### config.mk
export PLATFORM = sky130hd
export DESIGN_NAME = data_scratchpad_ram_port
export DESIGN_NICKNAME = d
export VERILOG_FILES = /design/src/sp_port_pkg.sv /design/src/data_scratchpad_ram_port.sv
export SDC_FILE = /design/constraint.sdc
export NUM_CORES = 1
export LEC_CHECK = 0
export BUFFER_PORTS_ARGS = -buffer_cell sky130_fd_sc_hd__clkbuf_2
export CAP_MARGIN = 20
export CORE_AREA = 2 2 136 138
export DETAILED_ROUTE_END_ITERATION = 12
export DIE_AREA = 0 0 138 140
export HOLD_SLACK_MARGIN = 0.1
export PLACE_DENSITY_LB_ADDON = 0.05
export SLEW_MARGIN = 20
export SYNTH_ARGS = -nofsm -noshare
export SYNTH_HDL_FRONTEND = slang
export SYNTH_SLANG_ARGS = --single-unit
export TNS_END_PERCENT = 30
### constraint.sdc
create_clock -name clk_i -period 1.9 [get_ports clk_i]
set_input_delay 0.38 -clock clk_i [delete_from_list [all_inputs] [get_ports clk_i]]
set_output_delay 0.38 -clock clk_i [all_outputs]
set_load 0.03 [all_outputs]
### src/sp_port_pkg.sv
// Package for the data scratchpad RAM port: widths, field positions, structs.
package sp_port_pkg;

  localparam int unsigned VA_W           = 32;
  localparam int unsigned TAG_IDX_HI     = 19;
  localparam int unsigned TAG_IDX_LO     = 4;
  localparam int unsigned DATA_IDX_HI    = 19;
  localparam int unsigned DATA_IDX_LO    = 2;
  localparam int unsigned PA_TAG_HI      = 31;
  localparam int unsigned PA_TAG_LO      = 10;
  localparam int unsigned TAG_W          = 24;
  localparam int unsigned TAG_IDX_W      = TAG_IDX_HI - TAG_IDX_LO + 1;
  localparam int unsigned DATA_IDX_W     = DATA_IDX_HI - DATA_IDX_LO + 1;
  localparam int unsigned PA_TAG_W       = PA_TAG_HI - PA_TAG_LO + 1;
  localparam int unsigned WORD_W         = 32;
  localparam int unsigned BE_W           = 4;
  localparam int unsigned TAG_LOCK_BIT   = 1;
  localparam int unsigned TAG_VALID_BIT  = 0;
  localparam logic [1:0]  CMP_LOW_BITS   = 2'h0;
  localparam logic [TAG_W-1:0] TAG_LOW_RESET = 24'h000000;

  // Core-side request for one lookup/access cycle
  typedef struct packed {
    logic                  tag_read;
    logic                  tag_write;
    logic                  data_read;
    logic                  data_write;
    logic [VA_W-1:0]       vaddr;
    logic [VA_W-1:0]       paddr;
    logic [WORD_W-1:0]     wdata;
    logic [BE_W-1:0]       byte_en;
  } sp_req_t;

  // Array-side answer
  typedef struct packed {
    logic                  hit;
    logic                  stall;
    logic                  present;
    logic [TAG_W-1:0]      tag_read_word;
    logic [WORD_W-1:0]     read_word;
  } sp_rsp_t;

  // Pins toward the array
  typedef struct packed {
    logic [TAG_IDX_W-1:0]  sp_tag_index;
    logic                  sp_tag_read_strobe;
    logic                  sp_tag_write_strobe;
    logic [TAG_W-1:0]      sp_tag_compare_bus;
    logic [DATA_IDX_W-1:0] sp_data_index;
    logic [WORD_W-1:0]     sp_write_word;
    logic                  sp_data_read_strobe;
    logic                  sp_data_write_strobe;
    logic [BE_W-1:0]       sp_byte_enables;
  } sp_pins_t;

  typedef struct packed {
    logic [TAG_W-1:0]      tag_low_register;
    logic                  pending;
    logic                  pend_tag;
    logic                  pend_data;
  } sp_state_t;

endpackage

### src/data_scratchpad_ram_port.sv
// Core-side data scratchpad RAM port: unregistered strobes, tag and data paths.
`timescale 1ns/1ps
`default_nettype none
module data_scratchpad_ram_port
  import sp_port_pkg::*;
#(
  parameter int unsigned ADDR_W = VA_W
) (
  input  wire logic      clk_i,
  input  wire logic      rst_i,
  input  wire logic      ce_i,
  input  wire sp_req_t   req_i,
  input  wire logic      tag_load_i,
  input  wire logic      tag_low_write_i,
  input  wire logic [TAG_W-1:0] tag_low_wdata_i,
  input  wire sp_rsp_t   rsp_i,
  output var sp_pins_t   pins_o,
  output logic           busy_o,
  output logic           rd_valid_o,
  output logic           hit_o,
  output logic [WORD_W-1:0] rd_word_o,
  output logic [TAG_W-1:0]  tag_low_o
);

  // Index slices and tag packing assume the package widths; refuse others
  if (ADDR_W != VA_W) begin
    $error("ADDR_W must equal VA_W");
  end
  if (TAG_W != PA_TAG_W + 2) begin
    $error("TAG_W must hold the page field and two flag bits");
  end
  if (BE_W * 8 != WORD_W) begin
    $error("BE_W must give one enable per byte lane");
  end
  if (TAG_IDX_LO < DATA_IDX_LO) begin
    $error("A tag line must not be smaller than a data word");
  end

  // Value after reset: tag-low cleared, nothing pending
  localparam sp_state_t ST_RESET = '{
    tag_low_register: TAG_LOW_RESET,
    pending:          1'b0,
    pend_tag:         1'b0,
    pend_data:        1'b0
  };

  // Tag array index: one stored tag per 16-byte line
  function automatic logic [TAG_IDX_W-1:0] tag_index_of(
    input logic [VA_W-1:0] va
  );
    return va[TAG_IDX_HI:TAG_IDX_LO];
  endfunction

  // Data array index: one word per entry
  function automatic logic [DATA_IDX_W-1:0] data_index_of(
    input logic [VA_W-1:0] va
  );
    return va[DATA_IDX_HI:DATA_IDX_LO];
  endfunction

  // Lookup operand: page bits with both flag positions cleared
  function automatic logic [TAG_W-1:0] compare_word_of(
    input logic [VA_W-1:0] pa
  );
    return {pa[PA_TAG_HI:PA_TAG_LO], CMP_LOW_BITS};
  endfunction

  // Page field of a tag word sits above the two flag bits
  function automatic logic [PA_TAG_W-1:0] page_of(
    input logic [TAG_W-1:0] tw
  );
    return tw[TAG_W-1:TAG_W-PA_TAG_W];
  endfunction

  // Stored tag layout: page bits, then lock, then valid
  function automatic logic [TAG_W-1:0] tag_word_of(
    input logic [PA_TAG_W-1:0] page,
    input logic                lock,
    input logic                valid
  );
    return {page, lock, valid};
  endfunction

  // Either read strobe makes a read that can stall
  function automatic logic wants_read(
    input logic tag_rd,
    input logic data_rd
  );
    return tag_rd | data_rd;
  endfunction

  sp_state_t               st_r;
  sp_state_t               st_nxt;
  logic                    req_tag_rd;
  logic                    req_tag_wr;
  logic                    req_data_rd;
  logic                    req_data_wr;
  logic                    do_tag_rd;
  logic                    do_data_rd;
  logic                    rd_req;
  logic                    rd_done;
  logic                    array_ready;
  logic                    writes_open;
  logic                    load_from_array;
  logic                    pend_set;
  logic                    pend_clr;
  logic [TAG_IDX_W-1:0]    tag_index;
  logic [DATA_IDX_W-1:0]   data_index;
  logic [TAG_W-1:0]        cmp_word;
  logic [TAG_W-1:0]        tag_bus;
  logic [PA_TAG_W-1:0]     tl_page;
  logic                    tl_lock;
  logic                    tl_valid;

  // Request bits and addresses go straight to the pins, no register stage
  assign req_tag_rd  = req_i.tag_read;
  assign req_tag_wr  = req_i.tag_write;
  assign req_data_rd = req_i.data_read;
  assign req_data_wr = req_i.data_write;
  assign tag_index   = tag_index_of(req_i.vaddr);
  assign data_index  = data_index_of(req_i.vaddr);
  assign cmp_word    = compare_word_of(req_i.paddr);

  // Tag-low fields as they go out on a tag write
  assign tl_page  = page_of(st_r.tag_low_register);
  assign tl_lock  = st_r.tag_low_register[TAG_LOCK_BIT];
  assign tl_valid = st_r.tag_low_register[TAG_VALID_BIT];

  // A stalled read keeps its strobes from the latched type, not from req_i,
  // so the core cannot change the kind of read in mid-stall
  assign do_tag_rd   = st_r.pending ? st_r.pend_tag  : req_tag_rd;
  assign do_data_rd  = st_r.pending ? st_r.pend_data : req_data_rd;
  assign rd_req      = wants_read(do_tag_rd, do_data_rd);
  // An absent array never completes; the core waits rather than take junk
  assign array_ready = rsp_i.present & ~rsp_i.stall;
  assign rd_done     = rd_req & array_ready;
  // Writes are refused from the cycle after a read stalls until it completes, so a stall cannot reorder them
  assign writes_open = ~st_r.pending;
  assign load_from_array = tag_load_i & rd_done & do_tag_rd;
  // Read tracking: latch the kind on a stall, drop it on completion
  assign pend_set    = rd_req & ~rd_done;
  assign pend_clr    = rd_done;

  // One bus carries both the lookup operand and the tag to be stored
  always_comb begin
    if (req_tag_wr) begin
      tag_bus = tag_word_of(tl_page, tl_lock, tl_valid);
    end else begin
      tag_bus = cmp_word;
    end
  end

  // Pins are combinational for single-cycle access; the array sits on a long
  // path, so only a mux or a gate stands between request and pin
  always_comb begin
    pins_o                      = '0;
    pins_o.sp_tag_index         = tag_index;
    pins_o.sp_data_index        = data_index;
    pins_o.sp_tag_read_strobe   = do_tag_rd;
    pins_o.sp_data_read_strobe  = do_data_rd;
    pins_o.sp_tag_compare_bus   = tag_bus;
    pins_o.sp_write_word        = req_i.wdata;
    pins_o.sp_byte_enables      = req_i.byte_en;
    if (writes_open) begin
      pins_o.sp_tag_write_strobe  = req_tag_wr;
      pins_o.sp_data_write_strobe = req_data_wr;
    end
  end

  always_comb begin
    st_nxt = st_r;
    if (pend_set) begin
      st_nxt.pending   = 1'b1;
      st_nxt.pend_tag  = do_tag_rd;
      st_nxt.pend_data = do_data_rd;
    end else if (pend_clr) begin
      st_nxt.pending   = 1'b0;
      st_nxt.pend_tag  = 1'b0;
      st_nxt.pend_data = 1'b0;
    end
    // Tag-low: a maintenance load beats a plain write in the same cycle
    if (load_from_array) begin
      st_nxt.tag_low_register = rsp_i.tag_read_word;
    end else if (tag_low_write_i) begin
      st_nxt.tag_low_register = tag_low_wdata_i;
    end
  end

  // Clock enable low freezes all state; the pins still follow req_i
  always_ff @(posedge clk_i) begin
    if (rst_i) begin
      st_r <= ST_RESET;
    end else if (ce_i) begin
      st_r <= st_nxt;
    end
  end

  // Answers other than tag_low_o are unregistered so they land in the lookup cycle itself
  assign busy_o     = pend_set;
  assign rd_valid_o = rd_done & do_data_rd;
  assign hit_o      = rd_done & do_tag_rd & rsp_i.hit;
  assign rd_word_o  = rsp_i.read_word;
  assign tag_low_o  = st_r.tag_low_register;

endmodule
`default_nettype wire

# After elaboration in Yosys (flattened, before gate mapping)
# Index checks and enable logic that the tools add are counted.
[word_totals] regBits=27 latchBits=0 ramBits=0 mem_bits_ro=0 input_bits=192 out_inout_bits=157 word_cells=28 mem_count=0
[classes] n_addsub=0 multipliers=0 n_div=0 n_lt_le_gt_ge=0 eq_ne=0 n_shift=0 muxes=9 bitwise_logic=11 reduce_logical=4
[ops] operator="24-bit 2-to-1 mux" count=3
[ops] operator="1-bit AND" count=8
[ops] operator="3-bit 2-to-1 mux" count=2
[ops] operator="1-bit 2-to-1 mux" count=4
[ops] operator="2-bit AND reduction" count=2
[ops] operator="2-bit nonzero test" count=2
[ops] operator="1-bit inverter" count=2
[ops] operator="1-bit OR" count=1

# Depth between registers and ports, before layout
[depth] ltp_word=7 depth_mapped=5 depth_no_buf=3

# Least setup slack after synthesis
# No wires, ideal clock.
[synth_timing] path_type="reg-to-output" start="register st_r[2] (netlist bit)" end="output busy_o" arrival_ns=1.480 required_ns=1.520 path_slack_ns=0.040 stages_incl_launch_ff=4 path_buffers=1 path_cell_list="dfxtp_1 > clkbuf_1 > nor3_1 > a211oi_1"
[synth_via] elab_chain_cells=5 elab_cells_between_ends=6 classes_between="mux: 2; bitwise: 4"
[synth_rtl] element="start: declaration" line_no="data_scratchpad_ram_port.sv:92" rtl="sp_state_t st_r;"
[synth_rtl] element="start signal: assignment" line_no="data_scratchpad_ram_port.sv:194" rtl="st_r <= st_nxt;"
[synth_rtl] element="1-bit 2-to-1 mux (on tied branches)" line_no="data_scratchpad_ram_port.sv:131, data_scratchpad_ram_port.sv:132"
[synth_rtl] element="1-bit OR *" line_no="data_scratchpad_ram_port.sv:89" rtl="return tag_rd | data_rd;"
[synth_rtl] element="1-bit AND" line_no="data_scratchpad_ram_port.sv:136" rtl="assign rd_done = rd_req & array_ready;"
[synth_rtl] element="1-bit inverter" line_no="data_scratchpad_ram_port.sv:141" rtl="assign pend_set = rd_req & ~rd_done;"
[synth_rtl] element="1-bit AND *" line_no="data_scratchpad_ram_port.sv:141"
[synth_rtl] element="end: declaration" line_no="data_scratchpad_ram_port.sv:18" rtl="output logic busy_o,"
# Mark *: on every way between the ends. The rest lies on a longest branch, timed or not.

==> flow_summary.json <==
{
  "synthesis.nets": 545,
  "p_leak_nw": 1.405,
  "fmax_mhz": 553.0,
  "rsz0062_at_grt": "false",
  "relSlewSlack_pct": 73.13,
  "drt_iter0_markers": 82,
  "dp_hpwl_um": 7607,
  "cts_buffer_depth": 2,
  "yosysTopAreaCell": "buf_4",
  "cts_buffers": 3,
  "drive_gt1_share_pct": 44.48,
  "rows": 49,
  "final.period_utilization_pct": 95.18,
  "grt_pass1_vias": 2343,
  "syn_to_final_growth_pct": 2.698,
  "die_x_um": 138,
  "globalplace.congestion": 0.7096,
  "finClkSkew_ns": 0.004994,
  "ys_seq_area_share_pct": 18.50,
  "grt_remaining_overflow": 0,
  "grt_max_degree": 54,
  "comb_power_share_pct": 37.7,
  "seqPwrFrac_pct": 34.8,
  "drc": 0,
  "worst_pin_slew_ns": 0.4031,
  "root_buffer": "clkbuf_16",
  "ys_types": 28,
  "worst_skew_pair.late_latency_ns": 0.27,
  "initial_core_util_pct": 16.43,
  "clockPowerShare_pct": 27.5,
  "grt_pass1_wl_um": 15050,
  "finalMaxSlewViolations": 0,
  "ctsHtreeMaxLevel": 1,
  "internal_power_w": 0.001182,
  "cts_tree": "yes",
  "fin_nets": 546,
  "fin_crit_ns": 1.808,
  "drt_first_pass_iters": 4,
  "yosys-top-cells-area": "buf_4, dfxtp_1, o221a_1",
  "switching_share_pct": 38.19,
  "synth_area_mm2": 0.002922,
  "fp.dieArea_mm2": 0.01932,
  "fin_hold_ws_ns": 0.5127,
  "synthCells": 353,
  "worstSetupEndpointType": "primary output",
  "dieHeight_um": 140,
  "clk_pin_slew_worst_paths_ns": 0.08,
  "port-buffer-count": 136,
  "synthArstFlopShare_pct": 0,
  "wl_per_cell_um": 17.55,
  "core_area_mm2": 0.01778,
  "ys_warn_count": 0,
  "synth.top_cell.area_share_pct": 32.89,
  "instances_no_fill": 582,
  "antenna_found_initial": 0,
  "synth_edf_count": 0,
  "cp-start-kind": "flip-flop",
  "status": "completed",
  "pin_count": 349,
  "switchingPower_w": 0.0007302,
  "num_vias": 2283,
  "synth_common_cells": "buf_4, dfxtp_1, nor2b_1",
  "hold_buffers": 0,
  "synth.most_common_cell": "buf_4",
  "synth-seq-cells": 27,
  "grtUsageTotal_pct": 10.04,
  "wirelength_um": 10210,
  "dp.cells": 575,
  "path_max_fanout": 9,
  "required_ns": 1.52,
  "fillCellCount": 2056,
  "power.density_mw_per_mm2": 637.2,
  "power_w": 0.001912,
  "cp.arrival_ns": 1.43,
  "cap_violations": 0,
  "critPathKind": "flip-flop to primary output",
  "synthFlopType": "dfxtp_1",
  "setup_tns_ns": 0,
  "finalHoldViolations": 0,
  "hp-class": "input pin to flip-flop",
  "setup_viol": 0,
  "vdd_drop_max_mv": 0.1938,
  "postSynthAreaPerCell_um2": 8.276,
  "cts.sinks": 27,
  "num_antenna_cells": 0,
  "via_per_inst": 3.923,
  "antenna_left": 0
}
==> power groups by stage <==
stage               Combinational [W]  Sequential [W]  Clock, W
CTS                          0.000727        0.000669  0.000553
floorplan                    0.000932        0.000657         0
finish                       0.000721        0.000665  0.000526
detailed placement           0.000725        0.000681         0
global placement             0.000725        0.000680         0
global route                 0.000782        0.000677  0.000575
==> critical path, stage by stage, from the launching register on <==
cell and delay [ns]:
dfxtp_2 0.38, mux2_4 0.37, buf_4 0.20, clkbuf_2 0.20
==> registers in the layout, indices dropped and copies added, names as in the netlist <==
signal,flops
tag_low_o,24
st_r,3
==> cells by family (layout without fill, tap and decap cells) <==
group           Yosys count  after routing  synth area share (%)
buf+inv                 178            178                 40.77
compound gates           83             83                 22.61
simple gates             41             41                 8.736
flops                    27             27                 18.50
mux                      24             24                 9.379
==> path summary, 6_finish.rpt <==
kind,depth (start not counted),start,slack (ns),to
setup / recovery,3,st_r[2],0.09,pins_o[81]
hold / removal,4,rsp_i[47],0.51,tag_low_o[15]
setup reg to reg,4,st_r[2],0.24,tag_low_o[7]
hold reg to reg,2,st_r[1],0.54,st_r[1]
==> cell usage in the layout, fill, tap and decap left out <==
master     count
and3_4         1
o21ai_1        1
a21boi_1       1
a21oi_1       25
nor2_1         2
nand2_1        1
a32oi_1        2
clkbuf_1       1
mux2_4         1
and3_1         1
nor3_1         1
and2_1         4
mux2_1        23
buf_12         2
o21ai_0        1
a31o_4         1
inv_1         24
and3b_1        1
o21a_1         1
o211ai_1      24
a211oi_1       1
clkbuf_16      3
o221a_1       24
buf_4         13
dfxtp_2        1
nor2b_1       27
nand2b_1       3
o32ai_1        2
dfxtp_1       26
clkbuf_2     135
==> through the flow <==
step	utilization [%]	cell area (um2)	worst slack [ns]
detailed placement	16.28	2895	0.1962
global route	16.88	3000	0.01417
floorplan	-	2922	0.04040
finish	16.88	3000	0.09154
global placement	16.28	2895	0.1927
CTS	16.73	2975	0.01203
==> area by class of cell <==
cell class | count | area, um2 | area share, %
inverter | 24 | 90.09 | 3.002
multi-input combinational | 148 | 1190 | 39.66
tap | 229 | 286.5 | 9.550
timing repair buffer | 150 | 813.3 | 27.11
sequential | 27 | 541.8 | 18.06
clock buffer | 4 | 78.83 | 2.627
==> routing by layer <==
layer / global-route usage, % / vias to the layer above / share of wire, %
met5: 0 / - / 0
met4: 3.222 / 0 / 2.7
met3: 2.872 / 33 / 7.4
met2: 16.55 / 136 / 46
met1: 12.68 / 1036 / 44
li1: - / 1078 / -
==> repair_timing <==
item                       CTS  global route
setup buffers                0             3
gates resized for setup      1             2
setup endpoints to repair    2             2
(Power assumes the default switching activity.)
